[config.mk]
export PLATFORM = sky130hd
export DESIGN_NAME = t1_framer_control_bank
export DESIGN_NICKNAME = d
export VERILOG_FILES = /design/src/logic/framer_ctrl_pkg.sv /design/src/logic/t1_framer_control_bank.sv
export SDC_FILE = /design/constraint.sdc
export NUM_CORES = 1
export LEC_CHECK = 0
export BUFFER_PORTS_ARGS = -buffer_cell sky130_fd_sc_hd__clkbuf_2
export CAP_MARGIN = 20
export CORE_AREA = 8 8 84 86
export DETAILED_ROUTE_END_ITERATION = 10
export DIE_AREA = 0 0 92 94
export PLACE_DENSITY = 0.9
export SLEW_MARGIN = 20
export SYNTH_ARGS = -nofsm -noshare
export SYNTH_HDL_FRONTEND = slang
export SYNTH_SLANG_ARGS = --single-unit
[constraint.sdc]
create_clock -name clock -period 2 [get_ports clock]
set_clock_uncertainty 0.15 [all_clocks]
set_input_delay 0.4 -clock clock [delete_from_list [all_inputs] [get_ports clock]]
set_output_delay 0.4 -clock clock [all_outputs]
set_load 0.05 [all_outputs]
[src/logic/framer_ctrl_pkg.sv]
/*
 * Constants and carrier types for the framer control register bank.
 * Assumes a 32-bit APB master on the register side and a single clock.
 */
`default_nettype none

package framer_ctrl_pkg;

    // APB word offsets (byte addresses)
    localparam logic [11:0] LINE_INTERFACE_CONTROL_ADDR   = 12'h000;
    localparam logic [11:0] GENERAL_PIN_CONTROL_ADDR      = 12'h004;
    localparam logic [11:0] FRAMING_SELECT_ADDR           = 12'h008;
    localparam logic [11:0] RECEIVE_SIGNALLING_ARRAY_ADDR = 12'h00C;

    // Values after reset
    localparam logic [7:0] LINE_INTERFACE_CONTROL_RESET = 8'h00;
    localparam logic [7:0] GENERAL_PIN_CONTROL_RESET    = 8'hF0;
    localparam logic [7:0] FRAMING_SELECT_RESET         = 8'h00;

    // Placement of each byte register inside the control carrier
    localparam int LINE_LSB    = 0;
    localparam int PIN_LSB     = 8;
    localparam int FRAMING_LSB = 16;

    // Field positions inside each byte register
    localparam int TX_ZS_DISABLE_BIT   = 1;
    localparam int RX_ZS_DISABLE_BIT   = 0;
    localparam int PIN_DIR_LSB         = 4;
    localparam int PIN_VALUE_LSB       = 0;
    localparam int SF_SIG_UPDATE_BIT   = 7;
    localparam int FORCE_CRC_BIT       = 6;
    localparam int JAPAN_BIT           = 5;
    localparam int SINGLE_CAND_BIT     = 4;

    // Framing mode code that selects extended superframe
    localparam logic [2:0] FRAMING_MODE_ESF = 3'h0;

    localparam int PIN_COUNT = 4;

    typedef struct packed {
        logic       sf_sig_update;
        logic       force_crc_error;
        logic       japan_variant_select;
        logic       single_candidate_sync;
        logic       fast_sync;
        logic [2:0] framing_mode;
        logic [3:0] pin_direction;
        logic [3:0] pin_value;
        logic [5:0] line_other;
        logic       tx_zs_disable;
        logic       rx_zs_disable;
    } ctrl_t;

    localparam ctrl_t CTRL_RESET = {FRAMING_SELECT_RESET,
                                    GENERAL_PIN_CONTROL_RESET,
                                    LINE_INTERFACE_CONTROL_RESET};

endpackage

`default_nettype wire

[src/logic/t1_framer_control_bank.sv]
/*
 * Control register bank of a single-channel T1/J1 framer: line code
 * selection, a four-pin general purpose port, framing select options and
 * the superframe-aligned robbed-bit signalling update.
 * Assumes an APB master, inputs synchronous to clock, and framer datapaths
 * that act on the control outputs and supply superframe boundary strobes.
 */
// Our own choices: the register addresses and the APB slave port.
`timescale 1ns/1ns
`default_nettype none

module t1_framer_control_bank #(
    parameter int SIG_WIDTH = 4
) (
    input  wire logic                    clock,
    input  wire logic                    rst,
    input  wire logic                    psel,
    input  wire logic                    penable,
    input  wire logic                    pwrite,
    input  wire logic [11:0]             paddr,
    input  wire logic [31:0]             pwdata,
    output logic                         pready,
    output logic [31:0]                  prdata,
    output logic                         pslverr,
    input  wire logic [3:0]              gpio_in,
    output logic [3:0]                   gpio_out,
    output logic [3:0]                   gpio_oe,
    output framer_ctrl_pkg::ctrl_t       ctrl,
    output logic                         tx_zero_sub_enable,
    output logic                         rx_zero_sub_enable,
    output logic                         j1_superframe,
    output logic                         j1_extended_superframe,
    input  wire logic                    rx_sig_valid,
    input  wire logic [SIG_WIDTH-1:0]    rx_sig_in,
    input  wire logic                    rx_sf_boundary,
    output logic [SIG_WIDTH-1:0]         receive_signalling_out,
    input  wire logic [SIG_WIDTH-1:0]    tx_sig_in,
    input  wire logic                    tx_sf_boundary,
    output logic [SIG_WIDTH-1:0]         tx_sig_out
);

    if (SIG_WIDTH < 1 || SIG_WIDTH > 32)
    begin : g_bad_width
        $error("SIG_WIDTH must lie between 1 and 32");
    end

    ////////////////////////////////////////////////////////////////////////////
    // APB handshake: one wait state, write lands at the edge pready is seen

    logic                 pready_r;
    logic                 pready_nxt;
    logic [31:0]          prdata_r;
    logic [31:0]          prdata_nxt;
    logic                 pslverr_r;
    logic                 pslverr_nxt;
    logic                 addr_hit;
    logic                 access_done;
    logic                 wr_done;
    framer_ctrl_pkg::ctrl_t ctrl_r;
    framer_ctrl_pkg::ctrl_t ctrl_nxt;
    logic [SIG_WIDTH-1:0] rx_out_r;

    assign access_done = psel && penable && pready_r;
    assign wr_done     = access_done && pwrite && addr_hit;

    always_comb
    begin
        addr_hit = (paddr == framer_ctrl_pkg::LINE_INTERFACE_CONTROL_ADDR)
                || (paddr == framer_ctrl_pkg::GENERAL_PIN_CONTROL_ADDR)
                || (paddr == framer_ctrl_pkg::FRAMING_SELECT_ADDR)
                || (paddr == framer_ctrl_pkg::RECEIVE_SIGNALLING_ARRAY_ADDR);
        pready_nxt  = psel && penable && !pready_r;
        pslverr_nxt = pready_nxt && !addr_hit;
        prdata_nxt  = prdata_r;
        if (pready_nxt && !pwrite)
        begin
            prdata_nxt = 32'h0000_0000;
            case (paddr)
                framer_ctrl_pkg::LINE_INTERFACE_CONTROL_ADDR:
                    prdata_nxt[7:0] = ctrl_r[framer_ctrl_pkg::LINE_LSB +: 8];
                framer_ctrl_pkg::GENERAL_PIN_CONTROL_ADDR:
                    prdata_nxt[7:0] = {ctrl_r.pin_direction,
                                       (ctrl_r.pin_value & ctrl_r.pin_direction)
                                       | (gpio_in & ~ctrl_r.pin_direction)};
                framer_ctrl_pkg::FRAMING_SELECT_ADDR:
                    prdata_nxt[7:0] = ctrl_r[framer_ctrl_pkg::FRAMING_LSB +: 8];
                framer_ctrl_pkg::RECEIVE_SIGNALLING_ARRAY_ADDR:
                    prdata_nxt[SIG_WIDTH-1:0] = rx_out_r;
                default:
                    prdata_nxt = 32'h0000_0000;
            endcase
        end
    end

    always_ff @(posedge clock or posedge rst)
    begin
        if (rst)
        begin
            pready_r  <= 1'b0;
            prdata_r  <= 32'h0000_0000;
            pslverr_r <= 1'b0;
        end
        else
        begin
            pready_r  <= pready_nxt;
            prdata_r  <= prdata_nxt;
            pslverr_r <= pslverr_nxt;
        end
    end

    assign pready  = pready_r;
    assign prdata  = prdata_r;
    assign pslverr = pslverr_r;

    ////////////////////////////////////////////////////////////////////////////
    // Control registers

    logic j1_sf_r;
    logic j1_sf_nxt;
    logic j1_esf_r;
    logic j1_esf_nxt;
    logic tx_zs_en_r;
    logic tx_zs_en_nxt;
    logic rx_zs_en_r;
    logic rx_zs_en_nxt;
    logic [framer_ctrl_pkg::PIN_COUNT-1:0] pin_value_nxt;

    always_comb
    begin
        ctrl_nxt = ctrl_r;
        if (wr_done && paddr == framer_ctrl_pkg::LINE_INTERFACE_CONTROL_ADDR)
        begin
            ctrl_nxt[framer_ctrl_pkg::LINE_LSB +: 8] = pwdata[7:0];
        end
        if (wr_done && paddr == framer_ctrl_pkg::GENERAL_PIN_CONTROL_ADDR)
        begin
            ctrl_nxt.pin_direction = pwdata[framer_ctrl_pkg::PIN_DIR_LSB +: 4];
        end
        if (wr_done && paddr == framer_ctrl_pkg::FRAMING_SELECT_ADDR)
        begin
            ctrl_nxt[framer_ctrl_pkg::FRAMING_LSB +: 8] = pwdata[7:0];
        end
        // Data bits follow the direction held before the write
        ctrl_nxt.pin_value = pin_value_nxt;
        // Zero substitution off means plain AMI on that path
        tx_zs_en_nxt = !ctrl_nxt.tx_zs_disable;
        rx_zs_en_nxt = !ctrl_nxt.rx_zs_disable;
        j1_esf_nxt   = ctrl_nxt.japan_variant_select
                    && (ctrl_nxt.framing_mode == framer_ctrl_pkg::FRAMING_MODE_ESF);
        j1_sf_nxt    = ctrl_nxt.japan_variant_select && !j1_esf_nxt;
    end

    // Per-pin data bit: only pins that are outputs before the write take data
    // A pin turned to output keeps its old data until software writes it again
    for (genvar i = 0; i < framer_ctrl_pkg::PIN_COUNT; i++)
    begin : g_pin
        logic value_nxt;
        always_comb
        begin
            value_nxt = ctrl_r.pin_value[i];
            if (wr_done && paddr == framer_ctrl_pkg::GENERAL_PIN_CONTROL_ADDR
                && ctrl_r.pin_direction[i])
            begin
                value_nxt = pwdata[framer_ctrl_pkg::PIN_VALUE_LSB + i];
            end
        end
        assign pin_value_nxt[i] = value_nxt;
    end

    always_ff @(posedge clock or posedge rst)
    begin
        if (rst)
        begin
            ctrl_r     <= framer_ctrl_pkg::CTRL_RESET;
            j1_sf_r    <= 1'b0;
            j1_esf_r   <= 1'b0;
            tx_zs_en_r <= 1'b1;
            rx_zs_en_r <= 1'b1;
        end
        else
        begin
            ctrl_r            <= ctrl_nxt;
            j1_sf_r           <= j1_sf_nxt;
            j1_esf_r          <= j1_esf_nxt;
            tx_zs_en_r        <= tx_zs_en_nxt;
            rx_zs_en_r        <= rx_zs_en_nxt;
        end
    end

    // Pins drive the held data only while configured as outputs
    assign ctrl                   = ctrl_r;
    assign gpio_out               = ctrl_r.pin_value;
    assign gpio_oe                = ctrl_r.pin_direction;
    assign tx_zero_sub_enable     = tx_zs_en_r;
    assign rx_zero_sub_enable     = rx_zs_en_r;
    assign j1_superframe          = j1_sf_r;
    assign j1_extended_superframe = j1_esf_r;

    ////////////////////////////////////////////////////////////////////////////
    // Robbed-bit signalling update

    logic [SIG_WIDTH-1:0] rx_hold_r;
    logic [SIG_WIDTH-1:0] rx_hold_nxt;
    logic [SIG_WIDTH-1:0] rx_out_nxt;
    logic [SIG_WIDTH-1:0] tx_out_r;
    logic [SIG_WIDTH-1:0] tx_out_nxt;

    // A value arriving on the boundary cycle itself is released at once
    always_comb
    begin
        rx_hold_nxt = rx_sig_valid ? rx_sig_in : rx_hold_r;
        rx_out_nxt  = rx_out_r;
        if (!ctrl_r.sf_sig_update || rx_sf_boundary)
        begin
            rx_out_nxt = rx_hold_nxt;
        end
        tx_out_nxt = tx_out_r;
        if (!ctrl_r.sf_sig_update || tx_sf_boundary)
        begin
            tx_out_nxt = tx_sig_in;
        end
    end

    always_ff @(posedge clock or posedge rst)
    begin
        if (rst)
        begin
            rx_hold_r <= '0;
            rx_out_r  <= '0;
            tx_out_r  <= '0;
        end
        else
        begin
            rx_hold_r <= rx_hold_nxt;
            rx_out_r  <= rx_out_nxt;
            tx_out_r  <= tx_out_nxt;
        end
    end

    assign receive_signalling_out = rx_out_r;
    assign tx_sig_out             = tx_out_r;

    ////////////////////////////////////////////////////////////////////////////
    // Checks

    chk_tx_zs_gate: assert property (@(posedge clock) disable iff (rst)
        wr_done && paddr == framer_ctrl_pkg::LINE_INTERFACE_CONTROL_ADDR
        |=> tx_zero_sub_enable == !$past(pwdata[1]))
        else $error("transmit encoder gate does not follow bit 1");

    chk_rx_zs_gate: assert property (@(posedge clock) disable iff (rst)
        wr_done && paddr == framer_ctrl_pkg::LINE_INTERFACE_CONTROL_ADDR
        |=> rx_zero_sub_enable == !$past(pwdata[0]))
        else $error("receive decoder gate does not follow bit 0");

    chk_pin_direction: assert property (@(posedge clock) disable iff (rst)
        wr_done && paddr == framer_ctrl_pkg::GENERAL_PIN_CONTROL_ADDR
        |=> gpio_oe == $past(pwdata[7:4]))
        else $error("pin direction does not follow bits 7-4");

    chk_input_pin_read: assert property (@(posedge clock) disable iff (rst)
        pready_nxt && !pwrite && paddr == framer_ctrl_pkg::GENERAL_PIN_CONTROL_ADDR
        |=> ((prdata[3:0] ^ $past(gpio_in)) & ~$past(gpio_oe)) == 4'h0)
        else $error("input pin level not returned on read");

    chk_input_write_ignored: assert property (@(posedge clock) disable iff (rst)
        wr_done |=> ((gpio_out ^ $past(gpio_out)) & ~$past(gpio_oe)) == 4'h0)
        else $error("write changed data of an input pin");

    chk_output_pin_drive: assert property (@(posedge clock) disable iff (rst)
        wr_done && paddr == framer_ctrl_pkg::GENERAL_PIN_CONTROL_ADDR
        |=> ((gpio_out ^ $past(pwdata[3:0])) & $past(gpio_oe)) == 4'h0)
        else $error("output pin does not drive written data");

    chk_rx_sig_defer: assert property (@(posedge clock) disable iff (rst)
        ctrl_r.sf_sig_update && !rx_sf_boundary |=> $stable(receive_signalling_out))
        else $error("receive signalling changed off a superframe boundary");

    chk_rx_sig_now: assert property (@(posedge clock) disable iff (rst)
        !ctrl_r.sf_sig_update && rx_sig_valid |=> receive_signalling_out == $past(rx_sig_in))
        else $error("receive signalling not refreshed at once");

    chk_tx_sig_defer: assert property (@(posedge clock) disable iff (rst)
        ctrl_r.sf_sig_update && !tx_sf_boundary |=> $stable(tx_sig_out))
        else $error("transmit signalling changed off a superframe boundary");

    chk_crc_force: assert property (@(posedge clock) disable iff (rst)
        wr_done && paddr == framer_ctrl_pkg::FRAMING_SELECT_ADDR
        |=> ctrl.force_crc_error == $past(pwdata[6]) && ctrl.sf_sig_update == $past(pwdata[7]))
        else $error("framing select bits not taken from write");

    chk_j1_format: assert property (@(posedge clock) disable iff (rst)
        !(j1_superframe && j1_extended_superframe)
        && ((j1_superframe || j1_extended_superframe) == ctrl.japan_variant_select))
        else $error("J1 format select inconsistent with J1 bit");

    chk_unmapped_err: assert property (@(posedge clock) disable iff (rst)
        psel && penable && !pready && !addr_hit |=> pready && pslverr)
        else $error("unmapped access not answered with error");

    // Read data is compared with the register state seen at the capturing edge
    chk_tx_sig_now: assert property (@(posedge clock) disable iff (rst)
        !ctrl_r.sf_sig_update |=> tx_sig_out == $past(tx_sig_in))
        else $error("transmit signalling not sent at once");

    chk_rx_sig_boundary: assert property (@(posedge clock) disable iff (rst)
        ctrl_r.sf_sig_update && rx_sf_boundary && !rx_sig_valid
        |=> receive_signalling_out == $past(rx_hold_r))
        else $error("receive signalling not released at the boundary");

    chk_tx_sig_boundary: assert property (@(posedge clock) disable iff (rst)
        ctrl_r.sf_sig_update && tx_sf_boundary |=> tx_sig_out == $past(tx_sig_in))
        else $error("transmit signalling not sent at the boundary");

    chk_line_readback: assert property (@(posedge clock) disable iff (rst)
        pready_nxt && !pwrite && paddr == framer_ctrl_pkg::LINE_INTERFACE_CONTROL_ADDR
        |=> prdata == {24'h00_0000, $past(ctrl[7:0])})
        else $error("line control read does not return stored value");

    chk_framing_readback: assert property (@(posedge clock) disable iff (rst)
        pready_nxt && !pwrite && paddr == framer_ctrl_pkg::FRAMING_SELECT_ADDR
        |=> prdata == {24'h00_0000, $past(ctrl[23:16])})
        else $error("framing select read does not return stored value");

    chk_output_pin_read: assert property (@(posedge clock) disable iff (rst)
        pready_nxt && !pwrite && paddr == framer_ctrl_pkg::GENERAL_PIN_CONTROL_ADDR
        |=> ((prdata[3:0] ^ $past(gpio_out)) & $past(gpio_oe)) == 4'h0
            && prdata[7:4] == $past(gpio_oe))
        else $error("output pin data or direction not returned on read");

    chk_unmapped_write_dropped: assert property (@(posedge clock) disable iff (rst)
        psel && penable && pready && pwrite && !addr_hit |=> $stable(ctrl))
        else $error("unmapped write changed a control register");

    chk_read_upper_zero: assert property (@(posedge clock) disable iff (rst)
        pready_nxt && !pwrite && paddr != framer_ctrl_pkg::RECEIVE_SIGNALLING_ARRAY_ADDR
        |=> prdata[31:8] == 24'h00_0000)
        else $error("upper read data bits not zero");

    chk_zs_gate_hold: assert property (@(posedge clock) disable iff (rst)
        !(wr_done && paddr == framer_ctrl_pkg::LINE_INTERFACE_CONTROL_ADDR)
        |=> $stable(tx_zero_sub_enable) && $stable(rx_zero_sub_enable))
        else $error("line code gate changed without a write");

    chk_j1_decode: assert property (@(posedge clock) disable iff (rst)
        j1_extended_superframe == (ctrl.japan_variant_select
            && ctrl.framing_mode == framer_ctrl_pkg::FRAMING_MODE_ESF))
        else $error("J1 extended superframe select does not follow mode bits");

    chk_ready_one_wait: assert property (@(posedge clock) disable iff (rst)
        psel && penable && !pready |=> pready)
        else $error("access not answered after one wait state");

endmodule // t1_framer_control_bank

`default_nettype wire

# Word level (Yosys, flattened, before mapping)
# Index checks and enable logic that the tools add are counted.
# word_totals
regBits,50
out_inout_bits,78
wordCells,66
inputBits,64
# classes
reduce_logical,30
bitwise_logic,4
n_eq_ne,3
muxes,5
# op_table
op,n
equality test 12 x 4 -> 1 bit (second input constant),2
logical AND 1 bit,16
one-hot mux 4 bit (4 select lines),1
equality test 12 x 3 -> 1 bit (second input constant),1
logical NOT 12 bit,1
one-hot mux 4 bit (3 select lines),1
AND 4 bit,2
logical NOT 1 bit,7
two-way mux 6 bit,1
logical OR 1 bit,5
two-way mux 4 bit,1
NOT 4 bit,1
bitwise OR 4 bit,1
logical NOT 3 bit,1
two-way mux 2 bit,1

# Depth between registers and ports, before layout
# Gate-level depths: netlist of run 1.
# depth
ltp_word,11
mapped_depth,6

# Least setup slack after synthesis of run 1
# No wires, ideal clock.
# synth_path
kind,input to register
start,in paddr[9]
end,"reg ctrl_r, in the netlist ctrl[0]"
t_arrival_ns,2.459
cell_stages,5
path_slack_ns,-0.734
n_path_buf,1
t_required_ns,1.725
cell_sequence,or4_4 > or4_1 > buf_6 > nor4_4 > mux2_2
# synth_lines
element,line_no,text
"start, declared",t1_framer_control_bank.sv:20,"input wire logic [11:0] paddr,"
"end signal, assigned",t1_framer_control_bank.sv:174,ctrl_r <= framer_ctrl_pkg::CTRL_RESET;
"end signal, assigned",t1_framer_control_bank.sv:182,ctrl_r <= ctrl_nxt;
"end, declared",t1_framer_control_bank.sv:59,framer_ctrl_pkg::ctrl_t ctrl_r;

# Worst setup path after layout of run 1
# layout_path
start,in paddr[9]
end,reg tx_zs_en_r (netlist: tx_zero_sub_enable)
# layout_via
elab_chain_len,8
elab_cells_between_ends,11
classes_between,3 x eq/ne; 1 x mux; 7 x reduce/logical
# layout_rtl
element,line_no,text
equality test 12 x 3 -> 1 bit or logical NOT 12 bit (tied branches),"t1_framer_control_bank.sv:69, t1_framer_control_bank.sv:68, t1_framer_control_bank.sv:131",
logical OR 1 bit,t1_framer_control_bank.sv:69,|| (paddr == framer_ctrl_pkg::GENERAL_PIN_CONTROL_ADDR)
logical OR 1 bit,t1_framer_control_bank.sv:70,|| (paddr == framer_ctrl_pkg::FRAMING_SELECT_ADDR)
logical OR 1 bit,t1_framer_control_bank.sv:71,|| (paddr == framer_ctrl_pkg::RECEIVE_SIGNALLING_ARRAY_ADDR);
logical AND 1 bit,t1_framer_control_bank.sv:64,assign wr_done = access_done && pwrite && addr_hit;
logical AND 1 bit *,t1_framer_control_bank.sv:131,if (wr_done && paddr == framer_ctrl_pkg::LINE_INTERFACE_CONTROL_ADDR)
two-way mux 2 bit *,t1_framer_control_bank.sv:131,
logical NOT 1 bit *,t1_framer_control_bank.sv:146,tx_zs_en_nxt = !ctrl_nxt.tx_zs_disable;
via tx_zs_en_nxt,t1_framer_control_bank.sv:123,logic tx_zs_en_nxt;
"end signal, assigned",t1_framer_control_bank.sv:185,tx_zs_en_r <= tx_zs_en_nxt;
"end, declared",t1_framer_control_bank.sv:122,logic tx_zs_en_r;
# Mark *: on every way through the listed nets, which the timed path passes. The rest lies on a longest branch.
# A chain may end at the register's enable or synchronous reset.

==> metrics.txt, run 1 <==
# TYPE chip_impl_metric gauge
chip_impl_info{name="run_status",value="finished, violations left"} 1
chip_impl_info{name="violations_in_the_final_reports",value="setup timing"} 1
chip_impl_metric{name="synth_area",unit="µm²"} 2469
chip_impl_info{name="setup.worst_path.end_class",value="register"} 1
chip_impl_metric{name="synthSimpleGateAreaFrac",unit="%"} 9.681
chip_impl_info{name="yosys_most_used_dff",value="sky130_fd_sc_hd__dfrtp_1"} 1
chip_impl_metric{name="cts_buffers",unit=""} 5
chip_impl_info{name="rsz0062_at_grt",value="true"} 1
chip_impl_metric{name="vias",unit=""} 1929
chip_impl_metric{name="gp_congestion",unit=""} 0.8056
chip_impl_info{name="ys_top_cells_by_area",value="sky130_fd_sc_hd__dfrtp_1, sky130_fd_sc_hd__mux2_2, sky130_fd_sc_hd__buf_4, sky130_fd_sc_hd__mux2i_1, sky130_fd_sc_hd__dfstp_2"} 1
chip_impl_metric{name="post_drt_via_cell_ratio",unit=""} 5.037
chip_impl_metric{name="cts.reportedPaths.clkPinSlew",unit="ns"} 0.09
chip_impl_metric{name="multiplexer_share_of_the_synthesized_area",unit="%"} 23.06
chip_impl_info{name="cts_tree",value="built"} 1
chip_impl_metric{name="overall_power_of_the_completed_layout",unit="mW"} 2.040
chip_impl_metric{name="nFillCells",unit=""} 480
chip_impl_metric{name="design.portCount",unit=""} 142
chip_impl_metric{name="detailedRoute.firstPassIterationCount",unit=""} 4
chip_impl_metric{name="drt_iter0_drc",unit=""} 138
chip_impl_metric{name="finish.cell_count_without_fillers",unit=""} 383
chip_impl_metric{name="setup_total_negative_slack",unit="ns"} -6.075
chip_impl_info{name="synth.largest_area_cell",value="sky130_fd_sc_hd__dfrtp_1"} 1
chip_impl_metric{name="synth_adder_area_share",unit="%"} 0
chip_impl_metric{name="synth-seq-cells",unit=""} 50
chip_impl_metric{name="dp_cells",unit=""} 368
chip_impl_metric{name="share_of_yosys_cell_area_claimed_by_the_top_area_cell_type",unit="%"} 44.60
chip_impl_metric{name="timing.final.crit_period",unit="ns"} 2.391
chip_impl_metric{name="cts.path.max_buffers",unit=""} 2
chip_impl_metric{name="sequential_cell_area_fraction_in_the_yosys_report",unit="%"} 50.99
chip_impl_metric{name="port_buffers",unit=""} 93
chip_impl_metric{name="ant_diodes",unit=""} 0
chip_impl_metric{name="fp.dieArea",unit="µm²"} 8648
chip_impl_metric{name="hpwl",unit="µm"} 5142
chip_impl_metric{name="clock_sink_count",unit=""} 50
chip_impl_metric{name="finalSetupViolations",unit=""} 24
chip_impl_metric{name="synth.avg_cell_area",unit="µm²"} 12.22
chip_impl_info{name="cts_root_buf",value="sky130_fd_sc_hd__clkbuf_8"} 1
chip_impl_metric{name="max_freq",unit="GHz"} 0.4182
chip_impl_metric{name="h-tree-depth",unit=""} 2
chip_impl_metric{name="synth_cell_type_count",unit=""} 29
chip_impl_metric{name="wl",unit="µm"} 7230
chip_impl_metric{name="multi_input_comb_area",unit="µm²"} 1132
chip_impl_metric{name="grt_pass1_wl",unit="µm"} 10620
chip_impl_metric{name="synth.yosys.warnings",unit=""} 0
chip_impl_metric{name="drive_gt1_share",unit="%"} 58.44
chip_impl_metric{name="die-height",unit="µm"} 94
chip_impl_info{name="hold_path.class",value="input port to register"} 1
chip_impl_metric{name="floorplan.initialDensity",unit="%"} 42.97
chip_impl_metric{name="power_density",unit="nW/µm²"} 621.6
chip_impl_metric{name="synth_enable_flop_cells",unit=""} 0
chip_impl_metric{name="grt.total_usage",unit="%"} 15.52
chip_impl_metric{name="synthToLayoutAreaGrowth",unit="%"} 32.94
chip_impl_metric{name="grt.overflow.total",unit=""} 0
chip_impl_metric{name="antenna_violating_nets_post_route",unit=""} 0
chip_impl_metric{name="clock_latency",unit="ns"} 0.30
chip_impl_metric{name="total_leakage_power",unit="nW"} 1.660
chip_impl_info{name="setup.worst_path.class",value="input port to register"} 1
chip_impl_metric{name="remaining_drc_errors",unit=""} 0
chip_impl_metric{name="number_of_antenna_violations_at_the_first_check_in_global_routing",unit=""} 0
chip_impl_metric{name="power.ir.vdd_worst",unit="mV"} 0.4981
chip_impl_metric{name="cp_data_arrival_time",unit="ns"} 2.45
chip_impl_metric{name="wl_per_cell",unit="µm"} 18.88
chip_impl_metric{name="synthCells",unit=""} 202
chip_impl_metric{name="hold_viol_final",unit=""} 0
chip_impl_metric{name="ys_async_rst_share",unit="%"} 100.0
chip_impl_metric{name="layout.nets",unit=""} 371
chip_impl_metric{name="regArea",unit="µm²"} 1259
chip_impl_metric{name="cap_violations",unit=""} 0
chip_impl_metric{name="largest_net_degree_at_the_start_of_global_routing",unit=""} 51
chip_impl_info{name="synth_top_family_by_area",value="multiplexers"} 1
chip_impl_metric{name="synth_compound_area_share",unit="%"} 4.866
chip_impl_metric{name="critical_path_required",unit="ns"} 2.06
chip_impl_metric{name="drv_slew",unit=""} 0
chip_impl_metric{name="num_rows",unit=""} 28
chip_impl_metric{name="die-width",unit="µm"} 92
chip_impl_metric{name="path_max_fanout",unit=""} 5
chip_impl_metric{name="finalWorstSetupSlack",unit="ns"} -0.3911
chip_impl_metric{name="synth_xor_xnor_area_share",unit="%"} 0
chip_impl_metric{name="fp.coreArea",unit="µm²"} 5746
chip_impl_info{name="critPathLaunchType",value="input port"} 1
chip_impl_metric{name="layout_worst_path_cycle_share",unit="%"} 119.6
chip_impl_metric{name="first_global_vias",unit=""} 2023
state kept, by name, summed over array words and instances, names as in the netlist:
| signal | flops |
|---|---|
| receive_signalling_out | 4 |
| rx_zero_sub_enable | 1 |
| pready | 1 |
| j1_superframe | 1 |
| ctrl | 16 |
| gpio_out | 4 |
| pslverr | 1 |
| j1_extended_superframe | 1 |
| tx_zero_sub_enable | 1 |
| gpio_oe | 4 |
| tx_sig_out | 4 |
| prdata | 8 |
| rx_hold_r | 4 |
worst max-delay path: stages:
cell	delay, ns
sky130_fd_sc_hd__clkbuf_2	0.09
sky130_fd_sc_hd__or4_4	0.54
sky130_fd_sc_hd__or4_4	0.54
sky130_fd_sc_hd__nor4_4	0.14
sky130_fd_sc_hd__buf_4	0.20
sky130_fd_sc_hd__buf_12	0.13
sky130_fd_sc_hd__buf_6	0.11
sky130_fd_sc_hd__mux2i_2	0.30
what timing repair did:
action | 4_1_cts | 5_1_grt
pin swaps | 2 | 0
hold buffers | 1 | 0
endpoints found under the hold margin | 44 | 0
gates resized for setup | 16 | 15
setup buffers | 3 | 1
setup endpoints to repair | 24 | 29
cloned | 1 | 1
power breakdown:
group / switching, mW / internal [mW]
Combinational: 0.239 / 0.0791
Clock: 0.326 / 0.350
Sequential: 0.0133 / 1.03
per-stage QoR:
| stage | cell area (µm²) | worst slack [ns] | hold WS, ns | utilization, % |
|---|---|---|---|---|
| 2_1_floorplan | 2566 | -0.7082 | 0.3086 | - |
| 3_3_place_gp | 2978 | -0.5851 | 0.2886 | 51.83 |
| 3_5_place_dp | 2978 | -0.6376 | 0.2975 | 51.83 |
| 4_1_cts | 3184 | -0.2704 | 0.1665 | 55.42 |
| 5_1_grt | 3282 | -0.4121 | 0.1782 | 57.12 |
| 6_report | 3282 | -0.3911 | 0.1741 | 57.12 |
cell usage in the layout, fill, tap and decap left out, types with 4 or more instances in the layout:
master	Yosys	layout
sky130_fd_sc_hd__o22ai_1	4	4
sky130_fd_sc_hd__nand2_1	15	15
sky130_fd_sc_hd__nor2_1	5	5
sky130_fd_sc_hd__a21oi_1	4	4
sky130_fd_sc_hd__dfrtp_1	44	44
sky130_fd_sc_hd__clkbuf_2	0	93
sky130_fd_sc_hd__mux2_2	35	20
sky130_fd_sc_hd__buf_4	32	11
sky130_fd_sc_hd__conb_1	1	24
sky130_fd_sc_hd__clkbuf_8	0	8
sky130_fd_sc_hd__nand2b_1	5	5
sky130_fd_sc_hd__mux2_4	1	16
sky130_fd_sc_hd__a31oi_1	4	4
sky130_fd_sc_hd__dfstp_2	6	6
sky130_fd_sc_hd__buf_6	1	5
sky130_fd_sc_hd__mux2i_1	16	14
per-layer routing:
layer | wire [µm] | track usage [%] | vias up
met1 | 2724 | 17.58 | 953
met3 | 581 | 4.237 | 14
met5 | 0 | 0 | -
li1 | - | - | 863
met2 | 3713 | 26.76 | 99
met4 | 209 | 6.980 | 0
layout make-up:
class                           instances  area share, %
Multi-Input combinational cell        135          34.50
Inverter                                2         0.2287
Timing Repair Buffer                  113          20.70
Sequential cell                        50          38.35
Clock buffer                            8          3.355
Tap cell                               75          2.859
synthesized netlist by cell type, types with 4 or more instances:
library cell                n
sky130_fd_sc_hd__o22ai_1    4
sky130_fd_sc_hd__mux2_2    35
sky130_fd_sc_hd__o21ai_0    4
sky130_fd_sc_hd__dfrtp_1   44
sky130_fd_sc_hd__nor2_1     5
sky130_fd_sc_hd__a31oi_1    4
sky130_fd_sc_hd__clkbuf_1   5
sky130_fd_sc_hd__nand2b_1   5
sky130_fd_sc_hd__nand2_1   15
sky130_fd_sc_hd__mux2i_1   16
sky130_fd_sc_hd__a21oi_1    4
sky130_fd_sc_hd__buf_4     32
sky130_fd_sc_hd__o31ai_1    4
sky130_fd_sc_hd__dfstp_2    6
final timing paths:
path | slack, ns | from | endpoint | cells after the start
worst min register to register | 0.34 | prdata[2]$_DFFE_PP0P_ | prdata[2]$_DFFE_PP0P_ | 2
worst max-delay path | -0.39 | paddr[9] | tx_zero_sub_enable$_DFF_PP1_ | 8
worst min-delay path | 0.17 | pwdata[0] | rx_zero_sub_enable$_DFF_PP1_ | 2
worst max register to register | 0.17 | pready$_DFF_PP0_ | tx_zero_sub_enable$_DFF_PP1_ | 7
max in group asynchronous | 0.90 | rst | rx_zero_sub_enable$_DFF_PP1_ | 4
min in group asynchronous | 0.51 | rst | receive_signalling_out[0]$_DFFE_PP0P_ | 4
logic make-up after synthesis:
family | after synthesis
other | 1
muxes | 52
AOI/OAI and AO/OA | 20
buffers and inverters | 40
DFF | 50
and+or+nand+nor | 39
No activity file was read; power rests on OpenSTA's default activity.
==> inputs of run 2 (changes only) <==
- SKIP_CTS_REPAIR_TIMING: not set -> 1
==> run 2 against run 1 <==
The run still ends with setup timing left; critical path depth decreased by 1; sequential power about the same; non-clock buffer count decreased by 2; clock power about the same; sequential cell count unchanged; die area unchanged; first-iteration DRC count increased by 2.2%; maximum frequency increased by 3.0%; worst hold slack improved by 0.0028 ns; sequential share of layout area increased by 0.70 points; critical endpoint is now ctrl[2]$_DFFE_PP0P_.
==> metrics.txt, run 2 (synthesis results as in run 1) <==
# TYPE chip_impl_metric gauge
chip_impl_metric{name="cts_buffers",unit=""} 5
chip_impl_metric{name="nFillCells",unit=""} 495
chip_impl_metric{name="final.hold.worst_slack",unit="ns"} 0.1769
chip_impl_info{name="worst_path_max_delay_cell",value="sky130_fd_sc_hd__or4_4"} 1
chip_impl_metric{name="detailedRoute.firstPassIterationCount",unit=""} 4
chip_impl_metric{name="overall_power_of_the_completed_layout",unit="mW"} 2.038
chip_impl_info{name="setup.worst_path.class",value="input port to register"} 1
chip_impl_metric{name="h-tree-depth",unit=""} 2
chip_impl_metric{name="antenna_violating_nets_post_route",unit=""} 0
chip_impl_metric{name="first_global_vias",unit=""} 1972
chip_impl_info{name="most_frequent_cell_on_critical_path",value="sky130_fd_sc_hd__or4_4"} 1
chip_impl_info{name="layout.cells.most_common",value="sky130_fd_sc_hd__clkbuf_2"} 1
chip_impl_metric{name="total_leakage_power",unit="nW"} 1.635
chip_impl_metric{name="multi_input_comb_area",unit="µm²"} 1092
chip_impl_metric{name="largest_net_degree_at_the_start_of_global_routing",unit=""} 51
chip_impl_metric{name="port_buffers",unit=""} 93
chip_impl_metric{name="cp_data_arrival_time",unit="ns"} 2.37
chip_impl_metric{name="drv_slew",unit=""} 0
chip_impl_metric{name="synthToLayoutAreaGrowth",unit="%"} 30.56
chip_impl_metric{name="wl_per_cell",unit="µm"} 17.91
chip_impl_metric{name="clock_latency",unit="ns"} 0.31
chip_impl_info{name="cts_tree",value="built"} 1
chip_impl_metric{name="regArea",unit="µm²"} 1259
chip_impl_metric{name="ant_diodes",unit=""} 0
chip_impl_metric{name="post_drt_via_cell_ratio",unit=""} 4.921
chip_impl_metric{name="vias",unit=""} 1875
chip_impl_info{name="setup.worst_path.end_class",value="register"} 1
chip_impl_metric{name="cp_slowest_stage_delay",unit="ns"} 0.55
chip_impl_metric{name="layout_worst_path_cycle_share",unit="%"} 116.1
chip_impl_info{name="cp_cell_sequence",value="clkbuf_2 > or4_4 > or4_4 > nor4_4 > buf_4 > clkbuf_16 > mux2_4"} 1
chip_impl_info{name="critical-path-top-delay-family",value="simple AND/OR/NAND/NOR gates"} 1
chip_impl_metric{name="dpl_cell_area",unit="µm²"} 2978
chip_impl_metric{name="finalWorstSetupSlack",unit="ns"} -0.3225
chip_impl_metric{name="setup_total_negative_slack",unit="ns"} -5.616
chip_impl_metric{name="finalSetupViolations",unit=""} 24
chip_impl_metric{name="max_freq",unit="GHz"} 0.4306
chip_impl_metric{name="wl",unit="µm"} 6825
chip_impl_metric{name="die-height",unit="µm"} 94
chip_impl_metric{name="layout.nets",unit=""} 369
chip_impl_metric{name="finish.cell_count_without_fillers",unit=""} 381
chip_impl_metric{name="final_core_util",unit="%"} 56.10
chip_impl_metric{name="path_max_fanout",unit=""} 4
chip_impl_metric{name="number_of_antenna_violations_at_the_first_check_in_global_routing",unit=""} 0
chip_impl_metric{name="layout.cell_area.non_filler",unit="µm²"} 3223
chip_impl_metric{name="drt_iter0_drc",unit=""} 141
chip_impl_metric{name="power.ir.vdd_worst",unit="mV"} 0.4948
chip_impl_metric{name="dp_worst_setup_slack",unit="ns"} -0.6376
chip_impl_info{name="violations_in_the_final_reports",value="setup timing"} 1
chip_impl_metric{name="floorplan.initialDensity",unit="%"} 42.97
chip_impl_metric{name="critical_path_required",unit="ns"} 2.04
chip_impl_metric{name="num_rows",unit=""} 28
chip_impl_metric{name="drive_gt1_share",unit="%"} 55.88
chip_impl_metric{name="design.portCount",unit=""} 142
chip_impl_info{name="run_status",value="finished, violations left"} 1
chip_impl_metric{name="grt.total_usage",unit="%"} 15.00
chip_impl_metric{name="grt.overflow.total",unit=""} 0
chip_impl_metric{name="hpwl",unit="µm"} 5142
chip_impl_metric{name="largest_register_ff_count",unit=""} 16
chip_impl_info{name="rsz0062_at_grt",value="true"} 1
chip_impl_metric{name="hold_viol_final",unit=""} 0
chip_impl_metric{name="cap_violations",unit=""} 0
chip_impl_info{name="mostFrequentLayoutCells",value="sky130_fd_sc_hd__clkbuf_2, sky130_fd_sc_hd__dfrtp_1, sky130_fd_sc_hd__conb_1, sky130_fd_sc_hd__mux2_2, sky130_fd_sc_hd__mux2_4"} 1
chip_impl_metric{name="cts.reportedPaths.clkPinSlew",unit="ns"} 0.09
chip_impl_metric{name="critical_path.n_buffers_inverters",unit=""} 3
chip_impl_metric{name="clock_sink_count",unit=""} 50
chip_impl_info{name="hold_path.class",value="input port to register"} 1
chip_impl_metric{name="grt_pass1_wl",unit="µm"} 10240
chip_impl_metric{name="timing.final.crit_period",unit="ns"} 2.323
chip_impl_info{name="cts_root_buf",value="sky130_fd_sc_hd__clkbuf_8"} 1
chip_impl_metric{name="remaining_drc_errors",unit=""} 0
chip_impl_metric{name="fp.dieArea",unit="µm²"} 8648
chip_impl_metric{name="gp_congestion",unit=""} 0.8056
chip_impl_metric{name="power_density",unit="nW/µm²"} 632.3
chip_impl_metric{name="die-width",unit="µm"} 92
chip_impl_metric{name="cts.path.max_buffers",unit=""} 2
chip_impl_info{name="critPathLaunchType",value="input port"} 1
chip_impl_metric{name="fp.coreArea",unit="µm²"} 5746
chip_impl_metric{name="dp_cells",unit=""} 368
## run 2: cell types whose count changed in the layout (fill, tap and decap cells not counted)
cell,change
sky130_fd_sc_hd__buf_6,-1
sky130_fd_sc_hd__o21ai_2,-2
sky130_fd_sc_hd__mux2i_2,-1
sky130_fd_sc_hd__o31ai_1,+4
sky130_fd_sc_hd__mux2i_1,+1
sky130_fd_sc_hd__o31ai_4,-1
sky130_fd_sc_hd__buf_4,-1
sky130_fd_sc_hd__o31ai_2,-3
sky130_fd_sc_hd__o21ai_1,+2
## run 2: cell type report
class                   instances  share of cell area (%)
multi-input cells             135                   33.89
flip-flops and latches         50                   39.05
well taps                      75                   2.911
repair buffers                111                   20.50
inverters                       2                  0.2329
clock buffers                   8                   3.416
## run 2: worst min-delay path, delay by kind of cell
kind	cells	cell delay, ns
simple gates	2	0.11
buf+inv	1	0.09
## run 2: path summary, 6_finish.rpt
check	start	end	slack, ns	cells past startpoint
setup / recovery	paddr[9]	ctrl[2]$_DFFE_PP0P_	-0.32	7
hold / removal	penable	pready$_DFF_PP0_	0.18	3
setup reg to reg	pready$_DFF_PP0_	ctrl[2]$_DFFE_PP0P_	0.25	6
hold reg to reg	prdata[7]$_DFFE_PP0P_	prdata[7]$_DFFE_PP0P_	0.34	2
max in group asynchronous	rst	rx_zero_sub_enable$_DFF_PP1_	0.90	4
min in group asynchronous	rst	receive_signalling_out[1]$_DFFE_PP0P_	0.51	4
## run 2: layer usage
metal	vias to the layer above	GRT usage [%]	routed length, µm
met2	76	25.27	3534
met4	0	6.443	80
met5	-	0	0
li1	855	-	-
met3	6	4.396	444
met1	938	17.40	2765
## run 2: report_power, final
group | internal [mW] | switching (mW)
Combinational | 0.0790 | 0.236
Clock | 0.350 | 0.327
Sequential | 1.03 | 0.0130
==> inputs of run 3 (changes only) <==
- SKIP_LAST_GASP: not set -> 1
==> run 3 against run 2 <==
The run still ends with setup timing left; combinational power about the same; core utilization decreased by 0.13 points; via count fell by 0.85%; worst setup slack got worse by 0.0053 ns; power barely moved; first-iteration DRC count is 4.3% lower; critical path type unchanged; die area unchanged; sequential power about the same.
==> metrics.txt, run 3 (synthesis results as in run 1) <==
# TYPE chip_impl_metric gauge
chip_impl_metric{name="design.portCount",unit=""} 142
chip_impl_info{name="run_status",value="finished, violations left"} 1
chip_impl_info{name="cts_root_buf",value="sky130_fd_sc_hd__clkbuf_8"} 1
chip_impl_metric{name="grt_pass1_wl",unit="µm"} 10240
chip_impl_info{name="mostFrequentLayoutCells",value="sky130_fd_sc_hd__clkbuf_2, sky130_fd_sc_hd__dfrtp_1, sky130_fd_sc_hd__conb_1, sky130_fd_sc_hd__mux2_2"} 1
chip_impl_metric{name="wl",unit="µm"} 6816
chip_impl_info{name="hold_path_startpoint",value="pwdata[0]"} 1
chip_impl_info{name="setup.worst_path.end_class",value="register"} 1
chip_impl_metric{name="power.ir.vdd_worst",unit="mV"} 0.4967
chip_impl_metric{name="grt.overflow.total",unit=""} 0
chip_impl_metric{name="finalWorstSetupSlack",unit="ns"} -0.3278
chip_impl_metric{name="ant_diodes",unit=""} 0
chip_impl_info{name="critPathLaunch",value="paddr[9]"} 1
chip_impl_metric{name="number_of_antenna_violations_at_the_first_check_in_global_routing",unit=""} 0
chip_impl_metric{name="antenna_violating_nets_post_route",unit=""} 0
chip_impl_metric{name="h-tree-depth",unit=""} 2
chip_impl_info{name="hold_path.class",value="input port to register"} 1
chip_impl_metric{name="wl_per_cell",unit="µm"} 17.89
chip_impl_metric{name="total_leakage_power",unit="nW"} 1.634
chip_impl_metric{name="nFillCells",unit=""} 495
chip_impl_metric{name="drive_gt1_share",unit="%"} 55.88
chip_impl_metric{name="port_buffers",unit=""} 93
chip_impl_metric{name="gp_congestion",unit=""} 0.8056
chip_impl_metric{name="num_rows",unit=""} 28
chip_impl_metric{name="min_delay_path_depth",unit=""} 2
chip_impl_metric{name="largest_net_degree_at_the_start_of_global_routing",unit=""} 51
chip_impl_metric{name="path_max_fanout",unit=""} 4
chip_impl_metric{name="finish.cell_count_without_fillers",unit=""} 381
chip_impl_metric{name="internal",unit="mW"} 1.462
chip_impl_metric{name="floorplan.initialDensity",unit="%"} 42.97
chip_impl_metric{name="die-height",unit="µm"} 94
chip_impl_metric{name="fp.coreArea",unit="µm²"} 5746
chip_impl_metric{name="detailedRoute.firstPassIterationCount",unit=""} 4
chip_impl_metric{name="hold_viol_final",unit=""} 0
chip_impl_metric{name="largest_register_ff_count",unit=""} 16
chip_impl_metric{name="cp_data_arrival_time",unit="ns"} 2.37
chip_impl_metric{name="clock_sink_count",unit=""} 50
chip_impl_metric{name="switching_share",unit="%"} 28.26
chip_impl_metric{name="dpl_cell_area",unit="µm²"} 2978
chip_impl_metric{name="cts_buffers",unit=""} 5
chip_impl_metric{name="comb_power_share",unit="%"} 15.5
chip_impl_metric{name="dp_cells",unit=""} 368
chip_impl_metric{name="power.switching",unit="µW"} 575.7
chip_impl_metric{name="layout_worst_path_cycle_share",unit="%"} 116.4
chip_impl_metric{name="layout.nets",unit=""} 369
chip_impl_metric{name="grt.total_usage",unit="%"} 15.00
chip_impl_metric{name="fp.dieArea",unit="µm²"} 8648
chip_impl_metric{name="vias",unit=""} 1859
chip_impl_metric{name="power.share.sequential",unit="%"} 51.4
chip_impl_metric{name="cts.reportedPaths.clkPinSlew",unit="ns"} 0.09
chip_impl_metric{name="cts.path.max_buffers",unit=""} 2
chip_impl_metric{name="layout.cell_area.non_filler",unit="µm²"} 3216
chip_impl_metric{name="power_density",unit="nW/µm²"} 633.7
chip_impl_metric{name="first_global_vias",unit=""} 1972
chip_impl_metric{name="drt_iter0_drc",unit=""} 135
chip_impl_metric{name="worst_r2r_path_depth",unit=""} 6
chip_impl_info{name="critical_path.reg2reg.startpoint",value="pready$_DFF_PP0_"} 1
chip_impl_metric{name="max_freq",unit="GHz"} 0.4296
chip_impl_metric{name="cap_violations",unit=""} 0
chip_impl_metric{name="remaining_drc_errors",unit=""} 0
chip_impl_metric{name="clock_power_share",unit="%"} 33.2
chip_impl_info{name="layout.cells.most_common",value="sky130_fd_sc_hd__clkbuf_2"} 1
chip_impl_metric{name="synthToLayoutAreaGrowth",unit="%"} 30.26
chip_impl_metric{name="drv_slew",unit=""} 0
chip_impl_metric{name="hpwl",unit="µm"} 5142
chip_impl_info{name="rsz0062_at_grt",value="true"} 1
chip_impl_info{name="cts_tree",value="built"} 1
chip_impl_metric{name="finalSetupViolations",unit=""} 24
chip_impl_info{name="violations_in_the_final_reports",value="setup timing"} 1
chip_impl_metric{name="clock_latency",unit="ns"} 0.30
chip_impl_metric{name="critical_path_required",unit="ns"} 2.04
chip_impl_metric{name="die-width",unit="µm"} 92
chip_impl_metric{name="post_drt_via_cell_ratio",unit=""} 4.879
chip_impl_info{name="setup.worst_path.class",value="input port to register"} 1
chip_impl_metric{name="timing.final.crit_period",unit="ns"} 2.328
chip_impl_info{name="critPathLaunchType",value="input port"} 1
## run 3: power groups by stage
stage | logic [mW] | registers, mW | clock network (mW)
after floorplan | 0.206 | 1.11 | 0
after global placement | 0.305 | 1.06 | 0
after detailed placement | 0.310 | 1.07 | 0
after CTS | 0.310 | 1.05 | 0.689
after global routing | 0.334 | 1.05 | 0.728
final | 0.315 | 1.05 | 0.676
## run 3: worst max-delay path, cell delays in order
cell and delay [ns]:
sky130_fd_sc_hd__clkbuf_2 0.09, sky130_fd_sc_hd__or4_4 0.55, sky130_fd_sc_hd__or4_4 0.55, sky130_fd_sc_hd__nor4_4 0.15
sky130_fd_sc_hd__buf_4 0.19, sky130_fd_sc_hd__clkbuf_16 0.15, sky130_fd_sc_hd__mux2_4 0.29
## run 3: routing by layer
layer  part of all wire (%)  up-vias  routed length (µm)  global-route usage (%)
met1                     41      926                2787                   17.40
met5                      0        -                   0                       0
li1                       -      857                   -                       -
met4                    1.2        0                  80                   6.443
met3                    6.4        6                 433                   4.396
met2                     52       70                3515                   25.27
## run 3: area by class of cell
cell class	count	area, µm²	area share, %
Inverter	2	7.507	0.2335
Clock buffer	8	110.1	3.424
Sequential cell	50	1259	39.14
Multi-Input combinational cell	135	1085	33.74
Tap cell	75	93.84	2.918
Timing Repair Buffer	111	660.6	20.54
## run 3: worst paths after layout
check,to,slack [ns]
worst max-delay path,ctrl[2]$_DFFE_PP0P_,-0.33
worst min-delay path,rx_zero_sub_enable$_DFF_PP1_,0.18
worst max register to register,ctrl[2]$_DFFE_PP0P_,0.25
worst min register to register,pready$_DFF_PP0_,0.34
max in group asynchronous,rx_zero_sub_enable$_DFF_PP1_,0.90
min in group asynchronous,receive_signalling_out[0]$_DFFE_PP0P_,0.51
## run 3: metrics by stage
stage               power, mW  setup TNS [ns]  hold slack [ns]  worst slack (ns)  utilization, %
finish                  2.038          -5.833           0.1751           -0.3278           55.97
global route            2.112          -6.549           0.1754           -0.3604           55.97
CTS                     2.046          -6.033         -0.03198           -0.3634           53.75
detailed placement      1.377          -16.42           0.2975           -0.6376           51.83
global placement        1.370          -15.15           0.2886           -0.5851           51.83
floorplan               1.321          -17.25           0.3086           -0.7082               -
